## src/core/rcmr_pkg.sv

```systemverilog
// Constants, types and bus carriers of the reset cause and memory remap block
package rcmr_pkg;
	// ****************************************************
	// Register byte addresses
	// ****************************************************
	localparam logic [31:0] RCMR_MIRROR_SEL_ADDR = 32'hFFFF0220;
	localparam logic [31:0] RCMR_FLAGS_ADDR = 32'hFFFF0230;
	localparam logic [31:0] RCMR_CLEAR_ADDR = 32'hFFFF0234;
	localparam logic [31:0] RCMR_KEY_FIRST_ADDR = 32'hFFFF0248;
	localparam logic [31:0] RCMR_CFG_ADDR = 32'hFFFF024C;
	localparam logic [31:0] RCMR_KEY_SECOND_ADDR = 32'hFFFF0250;
	localparam logic [31:0] RCMR_CTRL_ADDR = 32'hFFFF0260;
	localparam logic [31:0] RCMR_IRQ_STAT_ADDR = 32'hFFFF0264;
	localparam logic [31:0] RCMR_IRQ_MASK_ADDR = 32'hFFFF0268;
	// ****************************************************
	// Field positions and reset values
	// ****************************************************
	localparam int RCMR_MIRROR_BIT = 0;
	localparam int RCMR_FLAG_POR = 0;
	localparam int RCMR_FLAG_WDT = 1;
	localparam int RCMR_FLAG_SW = 2;
	localparam int RCMR_CFG_GPIO = 0;
	localparam int RCMR_CFG_DAC = 2;
	localparam int RCMR_CTRL_SWRST = 0;
	localparam int RCMR_IRQ_EXT = 0;
	localparam int RCMR_IRQ_WDT = 1;
	localparam int RCMR_IRQ_SW = 2;
	localparam int RCMR_IRQ_KEYERR = 3;
	localparam int RCMR_IRQ_W = 4;
	localparam logic [7:0] RCMR_MIRROR_RST = 8'h00;
	localparam logic [7:0] RCMR_FLAGS_RST = 8'h01;
	localparam logic [7:0] RCMR_FLAGS_MASK = 8'h07;
	localparam logic [7:0] RCMR_CFG_RST = 8'h05;
	localparam logic [7:0] RCMR_CFG_MASK = 8'h05;
	localparam logic [7:0] RCMR_KEY_FIRST = 8'h76;
	localparam logic [7:0] RCMR_KEY_SECOND = 8'hB1;
	localparam logic [7:0] RCMR_CLEAR_ALL = 8'h07;
	localparam logic [31:0] RCMR_MIRROR_BASE = 32'h00000000;
	localparam logic [31:0] RCMR_MIRROR_TOP = 32'h00000020;
	localparam logic [1:0] RCMR_RESP_OKAY = 2'h0;
	localparam logic [1:0] RCMR_RESP_DECERR = 2'h3;
	// ****************************************************
	// Timing
	// ****************************************************
	localparam int RCMR_CLK_PERIOD_NS = 10;
	localparam int RCMR_RST_HOLD_NS = 100;
	localparam int RCMR_KERNEL_NS = 2000;
	localparam logic [15:0] RCMR_RST_HOLD_CYC = 16'((RCMR_RST_HOLD_NS
		+ RCMR_CLK_PERIOD_NS - 1) / RCMR_CLK_PERIOD_NS);
	localparam logic [15:0] RCMR_KERNEL_CYC = 16'((RCMR_KERNEL_NS
		+ RCMR_CLK_PERIOD_NS - 1) / RCMR_CLK_PERIOD_NS);
	// ****************************************************
	// Types
	// ****************************************************
	typedef enum logic [1:0]
	{
		RCMR_ST_HOLD = 2'b00,
		RCMR_ST_KERNEL = 2'b01,
		RCMR_ST_USER = 2'b10,
		RCMR_ST_DOWNLOAD = 2'b11
	} rcmr_state_t;
	typedef enum logic [1:0]
	{
		RCMR_KEY_IDLE = 2'b00,
		RCMR_KEY_ARMED = 2'b01,
		RCMR_KEY_LOADED = 2'b10
	} rcmr_key_t;
	typedef struct packed
	{
		logic [31:0] awaddr;
		logic [2:0] awprot;
		logic awvalid;
		logic [31:0] wdata;
		logic [3:0] wstrb;
		logic wvalid;
		logic bready;
		logic [31:0] araddr;
		logic [2:0] arprot;
		logic arvalid;
		logic rready;
	} rcmr_axi_req_t;
	typedef struct packed
	{
		logic awready;
		logic wready;
		logic [1:0] bresp;
		logic bvalid;
		logic arready;
		logic [31:0] rdata;
		logic [1:0] rresp;
		logic rvalid;
	} rcmr_axi_rsp_t;
endpackage : rcmr_pkg

```

## src/core/rcmr_top.sv

```systemverilog
// Reset cause record, retention keys, boot sequencing and low memory remap
`timescale 1ns/1ps
// ****************************************************
// Summary of operation
// ****************************************************
// Summary of operation
// - Every kind of reset clears the mirror select bit, flash sits low.
// - Mirror bit one puts SRAM at zero; clearing it restores flash.
// - The mirrored region covers the vector area from zero to 0x20.
// - After reset run the hidden kernel; boot pin high then jumps to zero.
// - Four reset sources are told apart; cause flags accumulate until cleared.
// - Power-on sets cause bit 0; flags read 0x01 after power-up.
// - Watchdog timeout sets cause bit 1, sticky until cleared.
// - Software reset sets cause bit 2, sticky until cleared.
// - All cause flags zero means the last reset was external.
// - Writing 0x07 to the clear register clears every flag written one.
// - Config bit 2 keeps DAC state through watchdog or software reset.
// - Config bit 0 keeps GPIO state through watchdog or software reset.
module rcmr_top
(
	input wire logic CLK_SYS_I,
	input wire logic RST_N_I,
	input wire rcmr_pkg::rcmr_axi_req_t AXI_REQ_I,
	output rcmr_pkg::rcmr_axi_rsp_t AXI_RSP_O,
	input wire logic EXT_RST_N_I,
	input wire logic WDT_EXPIRE_I,
	input wire logic BOOT_SELECT_PIN_I,
	input wire logic [31:0] FETCH_ADDR_I,
	output logic FETCH_SRAM_O,
	output logic SYS_RST_N_O,
	output logic GPIO_RST_N_O,
	output logic DAC_RST_N_O,
	output logic KERNEL_RUN_O,
	output logic USER_RUN_O,
	output logic DOWNLOAD_MODE_O,
	output logic IRQ_O
);
	import rcmr_pkg::*;

	// ****************************************************
	// Pin synchronisers
	// ****************************************************
	logic ext_s1_r;
	logic ext_s2_r;
	logic ext_prev_r;
	logic boot_s1_r;
	logic boot_s2_r;

	always_ff @(posedge CLK_SYS_I)
	begin
		if (!RST_N_I)
		begin
			ext_s1_r <= 1'b1;
			ext_s2_r <= 1'b1;
			ext_prev_r <= 1'b1;
			boot_s1_r <= 1'b1;
			boot_s2_r <= 1'b1;
		end
		else
		begin
			ext_s1_r <= EXT_RST_N_I;
			ext_s2_r <= ext_s1_r;
			ext_prev_r <= ext_s2_r;
			boot_s1_r <= BOOT_SELECT_PIN_I;
			boot_s2_r <= boot_s1_r;
		end
	end

	// ****************************************************
	// AXI4-Lite slave
	// ****************************************************
	logic aw_got_r;
	logic w_got_r;
	logic [31:0] aw_addr_r;
	logic [31:0] w_data_r;
	logic w_lane0_r;
	logic awready_r;
	logic wready_r;
	logic bvalid_r;
	logic [1:0] bresp_r;
	logic arready_r;
	logic rvalid_r;
	logic [31:0] rdata_r;
	logic [1:0] rresp_r;
	logic do_wr;
	logic aw_got_nxt;
	logic w_got_nxt;
	logic bvalid_nxt;
	logic rvalid_nxt;
	logic wr_hit;
	logic [7:0] wr_byte;
	logic [31:0] rd_word;
	logic rd_hit;

	assign do_wr = aw_got_r & w_got_r & ~bvalid_r;
	assign wr_byte = w_data_r[7:0];
	assign aw_got_nxt = do_wr ? 1'b0
		: (aw_got_r | (awready_r & AXI_REQ_I.awvalid));
	assign w_got_nxt = do_wr ? 1'b0
		: (w_got_r | (wready_r & AXI_REQ_I.wvalid));
	assign bvalid_nxt = (bvalid_r & ~AXI_REQ_I.bready) | do_wr;
	assign rvalid_nxt = (rvalid_r & ~AXI_REQ_I.rready)
		| (arready_r & AXI_REQ_I.arvalid);

	always_comb
	begin
		case (aw_addr_r)
			RCMR_MIRROR_SEL_ADDR, RCMR_CLEAR_ADDR, RCMR_KEY_FIRST_ADDR,
			RCMR_CFG_ADDR, RCMR_KEY_SECOND_ADDR, RCMR_CTRL_ADDR,
			RCMR_IRQ_STAT_ADDR, RCMR_IRQ_MASK_ADDR: wr_hit = 1'b1;
			RCMR_FLAGS_ADDR: wr_hit = 1'b1;
			default: wr_hit = 1'b0;
		endcase
	end

	always_ff @(posedge CLK_SYS_I)
	begin
		if (!RST_N_I)
		begin
			aw_got_r <= 1'b0;
			w_got_r <= 1'b0;
			aw_addr_r <= 32'h00000000;
			w_data_r <= 32'h00000000;
			w_lane0_r <= 1'b0;
			awready_r <= 1'b0;
			wready_r <= 1'b0;
			bvalid_r <= 1'b0;
			bresp_r <= RCMR_RESP_OKAY;
		end
		else
		begin
			aw_got_r <= aw_got_nxt;
			w_got_r <= w_got_nxt;
			awready_r <= ~aw_got_nxt & ~bvalid_nxt;
			wready_r <= ~w_got_nxt & ~bvalid_nxt;
			bvalid_r <= bvalid_nxt;
			if (awready_r && AXI_REQ_I.awvalid)
				aw_addr_r <= AXI_REQ_I.awaddr;
			if (wready_r && AXI_REQ_I.wvalid)
			begin
				w_data_r <= AXI_REQ_I.wdata;
				w_lane0_r <= AXI_REQ_I.wstrb[0];
			end
			if (do_wr)
				bresp_r <= wr_hit ? RCMR_RESP_OKAY : RCMR_RESP_DECERR;
		end
	end

	// Only byte lane 0 carries register bits
	logic wr_en;
	assign wr_en = do_wr & w_lane0_r;

	// ****************************************************
	// Boot sequencer and reset generation
	// ****************************************************
	rcmr_state_t state_r;
	rcmr_state_t state_nxt;
	logic [15:0] cnt_r;
	logic soft_cause_r;
	logic sw_req_r;
	logic ext_low;
	logic ext_fall;
	logic trig;
	logic soft_trig;
	logic [7:0] cfg_r;

	assign ext_low = ~ext_s2_r;
	assign ext_fall = ext_prev_r & ~ext_s2_r;
	assign soft_trig = WDT_EXPIRE_I | sw_req_r;
	assign trig = ext_low | soft_trig;

	always_comb
	begin
		state_nxt = state_r;
		case (state_r)
			RCMR_ST_HOLD:
				if (!trig && cnt_r == 16'h0000)
					state_nxt = RCMR_ST_KERNEL;
			RCMR_ST_KERNEL:
				if (trig)
					state_nxt = RCMR_ST_HOLD;
				else if (cnt_r == 16'h0000)
					state_nxt = boot_s2_r ? RCMR_ST_USER
						: RCMR_ST_DOWNLOAD;
			RCMR_ST_USER, RCMR_ST_DOWNLOAD:
				if (trig)
					state_nxt = RCMR_ST_HOLD;
			default: state_nxt = RCMR_ST_HOLD;
		endcase
	end

	always_ff @(posedge CLK_SYS_I)
	begin
		if (!RST_N_I)
		begin
			state_r <= RCMR_ST_HOLD;
			cnt_r <= RCMR_RST_HOLD_CYC;
			soft_cause_r <= 1'b0;
		end
		else
		begin
			state_r <= state_nxt;
			if (trig)
				cnt_r <= RCMR_RST_HOLD_CYC;
			else if (state_r != state_nxt)
				cnt_r <= RCMR_KERNEL_CYC;
			else if (cnt_r != 16'h0000)
				cnt_r <= cnt_r - 16'h0001;
			// External reset overrides retention for the whole hold
			if (ext_low)
				soft_cause_r <= 1'b0;
			else if (soft_trig && state_r != RCMR_ST_HOLD)
				soft_cause_r <= 1'b1;
		end
	end

	// Domain resets; retention only spares a watchdog or software reset
	logic hold_nxt;
	logic soft_nxt;
	assign hold_nxt = (state_nxt == RCMR_ST_HOLD);
	assign soft_nxt = ~ext_low
		& (soft_cause_r | (soft_trig & state_r != RCMR_ST_HOLD));

	always_ff @(posedge CLK_SYS_I)
	begin
		if (!RST_N_I)
		begin
			SYS_RST_N_O <= 1'b0;
			GPIO_RST_N_O <= 1'b0;
			DAC_RST_N_O <= 1'b0;
			KERNEL_RUN_O <= 1'b0;
			USER_RUN_O <= 1'b0;
			DOWNLOAD_MODE_O <= 1'b0;
		end
		else
		begin
			SYS_RST_N_O <= ~hold_nxt;
			GPIO_RST_N_O <= ~hold_nxt
				| (soft_nxt & cfg_r[RCMR_CFG_GPIO]);
			DAC_RST_N_O <= ~hold_nxt
				| (soft_nxt & cfg_r[RCMR_CFG_DAC]);
			KERNEL_RUN_O <= (state_nxt == RCMR_ST_KERNEL);
			USER_RUN_O <= (state_nxt == RCMR_ST_USER);
			DOWNLOAD_MODE_O <= (state_nxt == RCMR_ST_DOWNLOAD);
		end
	end

	// ****************************************************
	// Low memory mirror
	// ****************************************************
	logic mirror_r;

	always_ff @(posedge CLK_SYS_I)
	begin
		if (!RST_N_I)
			mirror_r <= RCMR_MIRROR_RST[RCMR_MIRROR_BIT];
		else if (trig)
			mirror_r <= 1'b0;
		else if (wr_en && aw_addr_r == RCMR_MIRROR_SEL_ADDR)
			mirror_r <= wr_byte[RCMR_MIRROR_BIT];
	end

	always_ff @(posedge CLK_SYS_I)
	begin
		if (!RST_N_I)
			FETCH_SRAM_O <= 1'b0;
		else
			FETCH_SRAM_O <= mirror_r & ~trig
				& (FETCH_ADDR_I >= RCMR_MIRROR_BASE)
				& (FETCH_ADDR_I <= RCMR_MIRROR_TOP);
	end

	// ****************************************************
	// Reset cause flags and software reset request
	// ****************************************************
	logic [2:0] flags_r;
	logic clr_wr;
	assign clr_wr = wr_en & (aw_addr_r == RCMR_CLEAR_ADDR);

	// A cause arriving with a clear write survives the clear
	always_ff @(posedge CLK_SYS_I)
	begin
		if (!RST_N_I)
			flags_r <= RCMR_FLAGS_RST[2:0];
		else
		begin
			flags_r <= (flags_r & ~(clr_wr ? wr_byte[2:0]
				: 3'h0))
				| {sw_req_r, WDT_EXPIRE_I, 1'b0};
		end
	end

	// Request lasts one cycle; the sequencer holds the reset itself
	always_ff @(posedge CLK_SYS_I)
	begin
		if (!RST_N_I)
			sw_req_r <= 1'b0;
		else
			sw_req_r <= wr_en & (aw_addr_r == RCMR_CTRL_ADDR)
				& wr_byte[RCMR_CTRL_SWRST];
	end

	// ****************************************************
	// Keyed retention configuration
	// ****************************************************
	rcmr_key_t key_r;
	logic [7:0] cfg_pend_r;
	logic key_err;
	logic key1_hit;
	logic cfg_hit;
	logic key2_hit;

	assign key1_hit = (aw_addr_r == RCMR_KEY_FIRST_ADDR)
		& (wr_byte == RCMR_KEY_FIRST);
	assign cfg_hit = (aw_addr_r == RCMR_CFG_ADDR);
	assign key2_hit = (aw_addr_r == RCMR_KEY_SECOND_ADDR)
		& (wr_byte == RCMR_KEY_SECOND);
	// Any other write inside a started sequence is a key error; a first key write rearms it, others abort it
	assign key_err = wr_en & (key_r != RCMR_KEY_IDLE)
		& ~((key_r == RCMR_KEY_ARMED) & cfg_hit)
		& ~((key_r == RCMR_KEY_LOADED) & key2_hit);

	always_ff @(posedge CLK_SYS_I)
	begin
		if (!RST_N_I)
		begin
			key_r <= RCMR_KEY_IDLE;
			cfg_pend_r <= RCMR_CFG_RST;
			cfg_r <= RCMR_CFG_RST;
		end
		else if (wr_en)
		begin
			case (key_r)
				RCMR_KEY_IDLE:
					key_r <= key1_hit ? RCMR_KEY_ARMED : RCMR_KEY_IDLE;
				RCMR_KEY_ARMED:
					if (cfg_hit)
					begin
						key_r <= RCMR_KEY_LOADED;
						cfg_pend_r <= wr_byte & RCMR_CFG_MASK;
					end
					else
						key_r <= key1_hit ? RCMR_KEY_ARMED
							: RCMR_KEY_IDLE;
				RCMR_KEY_LOADED:
				begin
					if (key2_hit)
						cfg_r <= cfg_pend_r;
					key_r <= (!key2_hit && key1_hit) ? RCMR_KEY_ARMED
						: RCMR_KEY_IDLE;
				end
				default: key_r <= RCMR_KEY_IDLE;
			endcase
		end
	end

	// ****************************************************
	// Interrupt status and mask
	// ****************************************************
	logic [RCMR_IRQ_W-1:0] irq_stat_r;
	logic [RCMR_IRQ_W-1:0] irq_mask_r;
	logic [RCMR_IRQ_W-1:0] irq_evt;
	logic [RCMR_IRQ_W-1:0] irq_clr;

	assign irq_evt = {key_err, sw_req_r, WDT_EXPIRE_I, ext_fall};
	assign irq_clr = (wr_en && aw_addr_r == RCMR_IRQ_STAT_ADDR)
		? wr_byte[RCMR_IRQ_W-1:0] : {RCMR_IRQ_W{1'b0}};

	always_ff @(posedge CLK_SYS_I)
	begin
		if (!RST_N_I)
		begin
			irq_stat_r <= {RCMR_IRQ_W{1'b0}};
			irq_mask_r <= {RCMR_IRQ_W{1'b0}};
			IRQ_O <= 1'b0;
		end
		else
		begin
			irq_stat_r <= (irq_stat_r & ~irq_clr) | irq_evt;
			if (wr_en && aw_addr_r == RCMR_IRQ_MASK_ADDR)
				irq_mask_r <= wr_byte[RCMR_IRQ_W-1:0];
			IRQ_O <= |(((irq_stat_r & ~irq_clr) | irq_evt) & irq_mask_r);
		end
	end

	// ****************************************************
	// Read path
	// ****************************************************
	always_comb
	begin
		rd_word = 32'h00000000;
		rd_hit = 1'b1;
		case (AXI_REQ_I.araddr)
			RCMR_MIRROR_SEL_ADDR: rd_word[0] = mirror_r;
			// All zero reads as an external reset
			RCMR_FLAGS_ADDR: rd_word[2:0] = flags_r;
			RCMR_CFG_ADDR: rd_word[7:0] = cfg_r;
			RCMR_IRQ_STAT_ADDR: rd_word[RCMR_IRQ_W-1:0] = irq_stat_r;
			RCMR_IRQ_MASK_ADDR: rd_word[RCMR_IRQ_W-1:0] = irq_mask_r;
			RCMR_CLEAR_ADDR, RCMR_KEY_FIRST_ADDR, RCMR_KEY_SECOND_ADDR,
			RCMR_CTRL_ADDR: rd_word = 32'h00000000;
			default: rd_hit = 1'b0;
		endcase
	end

	always_ff @(posedge CLK_SYS_I)
	begin
		if (!RST_N_I)
		begin
			arready_r <= 1'b0;
			rvalid_r <= 1'b0;
			rdata_r <= 32'h00000000;
			rresp_r <= RCMR_RESP_OKAY;
		end
		else
		begin
			arready_r <= ~rvalid_nxt;
			rvalid_r <= rvalid_nxt;
			if (arready_r && AXI_REQ_I.arvalid)
			begin
				rdata_r <= rd_word;
				rresp_r <= rd_hit ? RCMR_RESP_OKAY : RCMR_RESP_DECERR;
			end
		end
	end

	assign AXI_RSP_O.awready = awready_r;
	assign AXI_RSP_O.wready = wready_r;
	assign AXI_RSP_O.bresp = bresp_r;
	assign AXI_RSP_O.bvalid = bvalid_r;
	assign AXI_RSP_O.arready = arready_r;
	assign AXI_RSP_O.rdata = rdata_r;
	assign AXI_RSP_O.rresp = rresp_r;
	assign AXI_RSP_O.rvalid = rvalid_r;
endmodule : rcmr_top
```

## config.mk

```make
export PLATFORM = sky130hd
export DESIGN_NAME = rcmr_top
export DESIGN_NICKNAME = d
export VERILOG_FILES = /design/src/core/rcmr_pkg.sv /design/src/core/rcmr_top.sv
export SDC_FILE = /design/constraint.sdc
export NUM_CORES = 1
export LEC_CHECK = 0
export BUFFER_PORTS_ARGS = -buffer_cell sky130_fd_sc_hd__clkbuf_2
export CAP_MARGIN = 5
export CORE_ASPECT_RATIO = 1.1
export CORE_UTILIZATION = 40
export CTS_CLUSTER_DIAMETER = 30
export DETAILED_ROUTE_END_ITERATION = 7
export PLACE_DENSITY = 0.68
export SLEW_MARGIN = 0
export SYNTH_ARGS = -nofsm -noshare
export SYNTH_HDL_FRONTEND = slang
export SYNTH_SLANG_ARGS = --single-unit
export TNS_END_PERCENT = 1
```

## constraint.sdc

```tcl
create_clock -name CLK_SYS_I -period 2.5 [get_ports CLK_SYS_I]
set_input_delay 0.125 -clock CLK_SYS_I [delete_from_list [all_inputs] [get_ports CLK_SYS_I]]
set_output_delay 0.125 -clock CLK_SYS_I [all_outputs]
set_load 0.005 [all_outputs]
```

==> results.yml, run 1 <==
placement:
  post-dp-hpwl_um: 8170
  port_buffers: 135
  place_area_mm2: 0.00542
  dpl_worst_slack_ns: 0.335
  gp_congestion: 0.808
power_and_ir_drop:
  p_sw_mw: 0.811
  p_leak_nw: 2.42
  pwr-share-seq_pct: 50.4
  combPwrFrac_pct: 9.5
  powerDensity_mw_per_mm2: 592
  finalPower_mw: 3.50
  clkPwrFrac_pct: 40.1
  switching_share_pct: 23.2
  peakVddDrop_mv: 0.342
  internal_power_mw: 2.69
clock_network:
  path_clk_slew_ns: 0.06
  clk_latency_ns: 0.34
  cts_tree: "yes"
  htreeDepth: 3
  cts.sinks: 105
  cts-root-buf: "clkbuf_16"
  post_cts_buffers: 0
  cts_max_path_buffers: 2
  ctsHoldBuffers: 20
  cts_buffers: 9
  cts_resized: 0
die:
  fp.coreArea_mm2: 0.0115
  die_h_um: 117
  dieArea_mm2: 0.0124
  io_pins: 197
  die_width_um: 106
  initial_utilization_pct: 41.4
  fp-row-count: 41
sta:
  finalHoldViolations: 0
  setup_viol: 0
  final.setup.worst_slack_ns: 0.305
  period_share_pct: 87.8
  fmax_mhz: 456
  tns_ns: 0
  worst_pin_slew_ns: 1.02
  finClkSkew_ns: 0.00639
  period_minus_slack_ns: 2.19
  slew_viol_final: 0
  max_slew_margin_pct: 31.8
  rsz0062_at_grt: "false"
global_routing:
  grt_pass1_vias: 4049
  grt-ovfl-total: 0
  grt_first_pass_wirelength_um: 17700
  grt_max_degree: 56
  grt_antenna_before_repair: 0
  grt_usage_pct: 17.9
logic_synthesis:
  yosysMostFrequentCell: "nand2_1"
  synth_top_cell_area_share_pct: 44.0
  async_reset_ff_share_pct: 0
  synth.distinct_cells: 65
  synth_top_cell_by_area: "dfxtp_1"
  syn_avg_cell_area_um2: 8.27
  ys_seq_area_share_pct: 44.0
  ys_dominant_reg_cell: "dfxtp_1"
  yosysWarnings: 0
  syn_inst: 577
  synth_commonest_cells: "nand2_1 (111), dfxtp_1 (105), a21oi_1 (57)"
  syn_area_mm2: 0.00477
  synthTopCellsByArea: "dfxtp_1 (44%), nand2_1 (8.7%), a21oi_1 (6.0%), buf_4 (5.5%), nor2_1 (3.5%)"
  synth_edf_count: 0
  synth-seq-cells: 105
worst_setup_path:
  crit_required_ns: 2.73
  cp_common_cell: "and4_1"
  crit_path_end_kind: "flip-flop"
  cp_slowest_stage_delay_ns: 0.39
  crit_path_top_delay_cell: "and4_1"
  worstSetupStartpointType: "flip-flop"
  worstPathArrival_ns: 2.43
  critPathMaxFanout: 9
  crit_chain: "nor4bb_1 > and4_1 > and4_1 > a41oi_1 > a22o_1 > a221o_1"
  critPathKind: "flip-flop to flip-flop"
layout:
  n_fill_cell: 1096
  antenna_cells: 0
  drive_gt1_share_pct: 23.2
  fin_util_pct: 51.2
  final_area_mm2: 0.00591
  areaGrowthSynthToFinish_pct: 23.9
  nNetsFinal: 867
route:
  wl_um: 11200
  drc: 0
  wl_met2_um: 5600
  routedWlPerCell_um: 12.8
  wl_met1_um: 4780
  top_layer: "met4"
  drtAntennaViolNets: 0
  firstDrtPassIters: 5
  via_count: 4421
  avgViaCountPerCell: 5.08
  drtIter0Drc: 223
  dr_wl_met3_um: 607
run_status:
  outcome: "finished clean"
worst_hold_path:
  hold_path_class: "input port to flip-flop"
flow_run:
  drv_cap: 0
## area by class of cell
class / instances / area (um^2) / area share [%]
inverters: 13 / 48.8 / 0.825
flip-flops and latches: 105 / 2100 / 35.5
repair buffers: 161 / 921 / 15.6
well taps: 150 / 188 / 3.17
clock buffers: 11 / 243 / 4.10
clock inverters: 4 / 52.6 / 0.889
multi-input cells: 427 / 2360 / 39.9
## power by group through the flow
stage,Combinational (mW),Clock [mW],Sequential (mW)
after floorplan,0.210,0,1.79
after global placement,0.300,0,1.80
after detailed placement,0.306,0,1.80
after CTS,0.332,1.43,1.76
after global routing,0.374,1.49,1.77
final,0.332,1.41,1.76
## cell families (layout without fill, tap and decap cells)
family,count (synthesis),in the layout,share of synthesized area [%]
other,1,28,0.0786
DFF,105,105,44.0
buffers and inverters,72,189,8.68
muxes,10,10,2.10
and+or+nand+nor,266,266,28.3
AOI/OAI and AO/OA,108,108,13.9
adders and majority gates,2,2,0.524
xor gates and xnor gates,13,13,2.39
## flip-flops by register name (all words and copies together), names as in the netlist, 2 cells and up
| name | cells |
|---|---|
| state_r | 2 |
| rdata_r | 4 |
| aw_addr_r | 32 |
| irq_mask_r | 4 |
| cfg_r | 2 |
| cfg_pend_r | 2 |
| key_r | 2 |
| w_data_r | 8 |
| flags_r | 3 |
| cnt_r | 16 |
| irq_stat_r | 4 |
## cells in the final DEF (no fill, tap or decap), types with 11 or more instances in the layout
master	count
a21oi_1	57
clkbuf_2	135
conb_1	28
dfxtp_1	105
dlygate4sd3_1	20
inv_1	12
nand2_1	111
nand2b_1	12
nand3_1	11
nand4_1	11
nor2_1	44
nor3_1	12
nor4_1	13
o21ai_0	17
## worst paths after layout
kind,startpoint,to,slack (ns),cells after the start
max,aw_addr_r[17],IRQ_O,0.31,6
min,AXI_REQ_I[110],aw_addr_r[31],0.008,3
max reg2reg,aw_addr_r[17],IRQ_O,0.31,6
min reg2reg,boot_s1_r,boot_s2_r,0.41,1
## per-layer routing
layer,vias up,GRT usage (%)
met4,0,8.06
met3,13,2.79
met2,141,32.4
li1,2224,-
met1,2043,21.0
met5,-,0
## worst max-delay path: cells and delay by family (launching register included)
kind	cells	cell delay, ns
AOI/OAI and AO/OA	3	0.73
DFF	1	0.33
and+or+nand+nor	3	1.02
## metrics by stage
step,instances,hold WS (ns)
after detailed placement,836,0.310
after global placement,836,0.310
after global routing,871,0.00972
final,871,0.00757
after floorplan,604,0.226
after CTS,871,0.000936
(Power assumes the default switching activity.)
==> run 2, diff against run 1 <==
--- a/config.mk
+++ b/config.mk
@@ -5,6 +5,7 @@
 export SDC_FILE = /design/constraint.sdc
 export NUM_CORES = 1
 export LEC_CHECK = 0
+export ABC_AREA = 1
 export BUFFER_PORTS_ARGS = -buffer_cell sky130_fd_sc_hd__clkbuf_2
 export CAP_MARGIN = 5
 export CORE_ASPECT_RATIO = 1.1
==> constraint.sdc (replaced) <==
create_clock -name CLK_SYS_I -period 2.6 [get_ports CLK_SYS_I]
set_input_delay 0.13 -clock CLK_SYS_I [delete_from_list [all_inputs] [get_ports CLK_SYS_I]]
set_output_delay 0.13 -clock CLK_SYS_I [all_outputs]
set_load 0.005 [all_outputs]
==> run 2 against run 1 <==
Net effect: sequential power fell by 3%; clock power rose by 4%; highest routed layer unchanged; setup slack improved by 0.37 ns; largest power group unchanged; first-iteration DRC count fell by 9.0%; core utilization fell by 1.5 points; count of clock-buffer cells in the layout rose by 1; synthesized area rose by 5.8%; clock skew rose by 0.00079 ns; combinational power rose by 3%; largest cell class unchanged; flip-flop and latch count did not move; synthesized cell count rose by 22%.
==> results.yml, run 2 <==
run_status:
  outcome: "finished clean"
clock_network:
  cts.sinks: 105
  post_cts_buffers: 0
  cts_max_path_buffers: 2
  cts-root-buf: "clkbuf_16"
  clk_latency_ns: 0.33
  cts_tree: "yes"
  cts_resized: 0
  ctsHoldBuffers: 3
  path_clk_slew_ns: 0.07
  cts_buffers: 9
  htreeDepth: 3
route:
  firstDrtPassIters: 4
  drtAntennaViolNets: 0
  avgViaCountPerCell: 4.68
  drtIter0Drc: 203
  via_count: 4637
  routedWlPerCell_um: 11.1
  drc: 0
  wl_um: 11000
placement:
  dpl_worst_slack_ns: 0.711
  post-dp-hpwl_um: 8450
  gp_congestion: 0.802
  port_buffers: 135
logic_synthesis:
  synth_xor_area_share_pct: 2.43
  synth_commonest_cells: "nor2_1 (127), nand2_1 (115), dfxtp_1 (105)"
  ys_seq_area_share_pct: 41.6
  synth_fa_ha_area_share_pct: 0.496
  synth-compound-area-share_pct: 11.7
  yosysWarnings: 0
  syn_area_mm2: 0.00505
  synth-simple-area-share_pct: 31.1
  synth_mux_area_share_pct: 0
  syn_inst: 705
  synth.distinct_cells: 39
  synth-seq-cells: 105
  synth_edf_count: 0
  synth_top_cell_by_area: "dfxtp_1"
  async_reset_ff_share_pct: 0
  syn_avg_cell_area_um2: 7.16
  synth_top_cell_area_share_pct: 41.6
  ys_dominant_reg_cell: "dfxtp_1"
  synthTopCellsByArea: "dfxtp_1 (42%), nor2_1 (9.4%), nand2_1 (8.5%), buf_4 (5.5%), inv_1 (5.5%)"
  yosysMostFrequentCell: "nor2_1"
  synth_top_family_by_area: "simple AND/OR/NAND/NOR gates"
worst_setup_path:
  crit_path_end_kind: "flip-flop"
  worstSetupStartpointType: "flip-flop"
  worstPathArrival_ns: 2.19
  critPathKind: "flip-flop to flip-flop"
  critPathMaxFanout: 13
  crit_required_ns: 2.87
global_routing:
  grt_pass1_vias: 4133
  grt_max_degree: 55
  grt_first_pass_wirelength_um: 18000
  grt_antenna_before_repair: 0
  grt-ovfl-total: 0
  grt_usage_pct: 17.3
die:
  die_h_um: 120
  fp.coreArea_mm2: 0.0122
  die_width_um: 109
  dieArea_mm2: 0.0131
  io_pins: 197
  fp-row-count: 42
  initial_utilization_pct: 41.4
power_and_ir_drop:
  finalPower_mw: 3.53
  peakVddDrop_mv: 0.345
  p_leak_nw: 2.80
  powerDensity_mw_per_mm2: 582
layout:
  drive_gt1_share_pct: 22.8
  antenna_cells: 0
  mostFrequentLayoutCells: "clkbuf_2 (135), nor2_1 (127), nand2_1 (115)"
  largestRegisters: "aw_addr_r (32), cnt_r (16), w_data_r (8)"
  largest_register_ffs: 32
  largest-register: "aw_addr_r"
  layout_commonest_cell: "clkbuf_2"
  nNetsFinal: 982
  areaGrowthSynthToFinish_pct: 20.0
flow_run:
  drv_cap: 0
sta:
  max_slew_margin_pct: 58.1
  period_minus_slack_ns: 1.92
  slew_viol_final: 0
  final.setup.worst_slack_ns: 0.680
  finClkSkew_ns: 0.00718
  setup_viol: 0
  whs_ns: 0.0423
  rsz0062_at_grt: "false"
  finalHoldViolations: 0
  worst_pin_slew_ns: 0.626
  fmax_mhz: 521
  period_share_pct: 73.8
  tns_ns: 0
worst_hold_path:
  hold_path_class: "input port to flip-flop"
==> run 2: cell count changes after synthesis, moves of 7 or more <==
cell | before | now
nor2_2 | 1 | 18
o21ai_0 | 17 | 52
nor2_1 | 44 | 127
a21oi_1 | 57 | 38
xor2_1 | 4 | 11
nand3_1 | 11 | 24
nand2b_1 | 12 | 0
inv_1 | 12 | 74
mux2i_1 | 10 | 0
nand4_1 | 11 | 25
==> run 2: kinds of logic (layout without fill, tap and decap cells) <==
| logic type | Yosys count | in the layout |
|---|---|---|
| and+or+nand+nor | 347 | 347 |
| xor gates and xnor gates | 14 | 14 |
| other | 1 | 28 |
| buffers and inverters | 129 | 234 |
| AOI/OAI and AO/OA | 107 | 107 |
| adders and majority gates | 2 | 2 |
| DFF | 105 | 105 |
==> run 2: per-layer routing <==
| layer | GRT usage, % | part of all wire (%) | routed length, um |
|---|---|---|---|
| met4 | 4.73 | 0.73 | 80 |
| met1 | 21.8 | 46 | 5010 |
| met2 | 30.0 | 48 | 5320 |
| met3 | 3.15 | 5.4 | 598 |
| met5 | 0 | 0 | 0 |
==> run 2: metrics by stage <==
step / utilization [%] / instance area, um^2 / std cells
after global routing: 49.7 / 6060 / 991
final: 49.7 / 6060 / 991
after detailed placement: 46.8 / 5700 / 972
after global placement: 46.8 / 5700 / 972
after CTS: 49.7 / 6060 / 991
after floorplan: - / 5150 / 732
==> run 2: final cells by class <==
| class | instances | area (um^2) |
|---|---|---|
| multi-input combinational | 498 | 2420 |
| timing repair buffer | 141 | 728 |
| inverter | 77 | 289 |
| sequential | 105 | 2100 |
| fill | 1235 | 6130 |
| clock buffer | 12 | 256 |
| clock inverter | 4 | 73.8 |
| tap | 154 | 193 |
==> run 2: final timing paths <==
kind / cells past startpoint / slack (ns) / to / from
worst max-delay path: 8 / 0.68 / mirror_r / w_got_r
worst min-delay path: 3 / 0.04 / aw_addr_r[17] / AXI_REQ_I[96]
worst max register to register: 8 / 0.68 / mirror_r / w_got_r
worst min register to register: 1 / 0.42 / ext_s2_r / ext_s1_r
==> run 2: report_power, final <==
group | switching (mW) | internal (mW) | leakage, nW | total (mW)
Combinational | 0.196 | 0.145 | 1.78 | 0.341
Sequential | 0.0364 | 1.68 | 0.857 | 1.71
Clock | 0.574 | 0.899 | 0.163 | 1.47
==> run 2: worst max-delay path: stages (launching register included) <==
cell     delay (ns)
dfxtp_1        0.34
nand2_1        0.05
nor2_1         0.18
inv_1          0.11
nor2_2         0.41
inv_1          0.17
nor3_1         0.32
o21ai_0        0.12
a21oi_1        0.14
==> run 3, diff against run 2 <==
--- a/config.mk
+++ b/config.mk
@@ -5,7 +5,7 @@
 export SDC_FILE = /design/constraint.sdc
 export NUM_CORES = 1
 export LEC_CHECK = 0
-export ABC_AREA = 1
+export ABC_AREA = 0
 export BUFFER_PORTS_ARGS = -buffer_cell sky130_fd_sc_hd__clkbuf_2
 export CAP_MARGIN = 5
 export CORE_ASPECT_RATIO = 1.1
==> constraint.sdc (replaced) <==
create_clock -name CLK_SYS_I -period 1.92 [get_ports CLK_SYS_I]
set_input_delay 0.096 -clock CLK_SYS_I [delete_from_list [all_inputs] [get_ports CLK_SYS_I]]
set_output_delay 0.096 -clock CLK_SYS_I [all_outputs]
set_load 0.005 [all_outputs]
==> run 3 against run 2 <==
Net effect: the flow now finishes with violations (setup timing); sequential power up 35%; flip-flop and latch count did not move; non-clock buffer count up 68; final cell count down 7.3%; highest routed layer unchanged.
==> results.yml, run 3 (synthesis results as in run 1) <==
sta:
  tns_ns: -0.274
  finalHoldViolations: 0
  slew_viol_final: 0
  max_slew_margin_pct: 67.0
  rsz0062_at_grt: "true"
  finClkSkew_ns: 0.00584
  worst_pin_slew_ns: 0.490
  final.setup.worst_slack_ns: -0.0549
  period_minus_slack_ns: 1.97
  fmax_mhz: 506
  period_share_pct: 103
  setup_viol: 9
worst_setup_path:
  worstPathArrival_ns: 2.20
  worstSetupStartpointType: "flip-flop"
  reg2reg_depth: 8
  crit_path_end_kind: "flip-flop"
  critPathMaxFanout: 4
  critPathLaunch: "aw_addr_r[0]"
  r2r_start: "aw_addr_r[0]"
  critPathKind: "flip-flop to flip-flop"
  crit_required_ns: 2.14
  rrSetupSlack_ns: -0.05
route:
  firstDrtPassIters: 4
  routedWlPerCell_um: 12.8
  drtIter0Drc: 169
  via_count: 4520
  drc: 0
  drtAntennaViolNets: 0
  avgViaCountPerCell: 4.92
  wl_um: 11800
power_and_ir_drop:
  combPwrFrac_pct: 10.6
  p_sw_mw: 1.06
  internal_power_mw: 3.58
  clkPwrFrac_pct: 39.9
  peakVddDrop_mv: 0.425
  powerDensity_mw_per_mm2: 725
  p_leak_nw: 2.65
  finalPower_mw: 4.64
  switching_share_pct: 22.9
  pwr-share-seq_pct: 49.5
worst_hold_path:
  hp-start: "FETCH_ADDR_I[12]"
  hold_depth: 4
  hold_path_class: "input port to flip-flop"
layout:
  areaGrowthSynthToFinish_pct: 34.2
  mostFrequentLayoutCells: "clkbuf_2 (135), nand2_1 (111), dfxtp_1 (100)"
  layout_commonest_cell: "clkbuf_2"
  final_area_mm2: 0.00641
  largestRegisters: "aw_addr_r (32), cnt_r (16), w_data_r (8)"
  largest-register: "aw_addr_r"
  nNetsFinal: 915
  drive_gt1_share_pct: 26.7
  antenna_cells: 0
  largest_register_ffs: 32
die:
  die_width_um: 106
  initial_utilization_pct: 41.4
  fp-row-count: 41
  fp.coreArea_mm2: 0.0115
  io_pins: 197
  die_h_um: 117
  dieArea_mm2: 0.0124
placement:
  port_buffers: 135
  post-dp-hpwl_um: 8220
  gp_congestion: 0.807
  place_area_mm2: 0.00561
flow_run:
  drv_cap: 0
run_status:
  violations: "setup timing"
  outcome: "complete, but fails checks"
clock_network:
  cts_max_path_buffers: 2
  post_cts_buffers: 0
  cts_buffers: 9
  path_clk_slew_ns: 0.07
  htreeDepth: 3
  cts.sinks: 105
  cts-root-buf: "clkbuf_16"
  cts_tree: "yes"
  clk_latency_ns: 0.34
global_routing:
  grt_usage_pct: 19.3
  grt_max_degree: 36
  grt_pass1_vias: 4281
  grt_first_pass_wirelength_um: 19300
  grt-ovfl-total: 0
  grt_antenna_before_repair: 0
run 3: repair_timing:
item	in CTS	in global routing
hold endpoints to repair	43	0
cloned	0	0
pin swaps	5	10
gates resized for setup	7	9
setup endpoints to repair	23	33
hold buffers	43	0
run 3: worst paths after layout:
| check | endpoint |
|---|---|
| max | irq_mask_r[0] |
| min | FETCH_SRAM_O |
| max reg2reg | irq_mask_r[0] |
| min reg2reg | boot_s2_r |
run 3: per-layer routing:
layer / track usage, % / vias up / part of all wire, %
li1: - / 2317 / -
met1: 22.9 / 2080 / 43
met2: 35.8 / 116 / 52
met3: 3.29 / 7 / 3.9
met4: 5.65 / 0 / 0.82
met5: 0 / - / 0
run 3: worst max-delay path, cell delays in order (launching register included):
cell and delay [ns]:
dfxtp_2 0.34, nor4bb_4 0.27, and4_1 0.26, buf_4 0.13, nand4_1 0.17, nor3_2 0.27
buf_4 0.18, mux2i_1 0.19, nor2_1 0.05
run 3: stage by stage:
stage,setup slack [ns],util (%),instances,hold slack [ns]
3_5_place_dp,-0.112,48.6,861,0.285
3_3_place_gp,-0.117,48.6,861,0.279
2_1_floorplan,0.0104,-,604,0.197
5_1_grt,-0.145,55.5,919,0.0229
4_1_cts,-0.0461,55.2,919,0.0106
6_report,-0.0549,55.5,919,0.0125
run 3: power groups by stage:
stage	Sequential [mW]	Combinational [mW]	Clock, mW
final	2.30	0.490	1.85
after global routing	2.31	0.551	1.98
after CTS	2.30	0.483	1.88
after detailed placement	2.34	0.411	0
after global placement	2.34	0.403	0
after floorplan	2.33	0.273	0
run 3: final cells by class:
type | instances | area, um^2
Inverter | 13 | 48.8
Tap cell | 150 | 188
Timing Repair Buffer | 209 | 1340
Multi-Input combinational cell | 427 | 2420
Clock inverter | 4 | 52.6
Sequential cell | 105 | 2110
Clock buffer | 11 | 253
Fill cell | 1059 | 5140
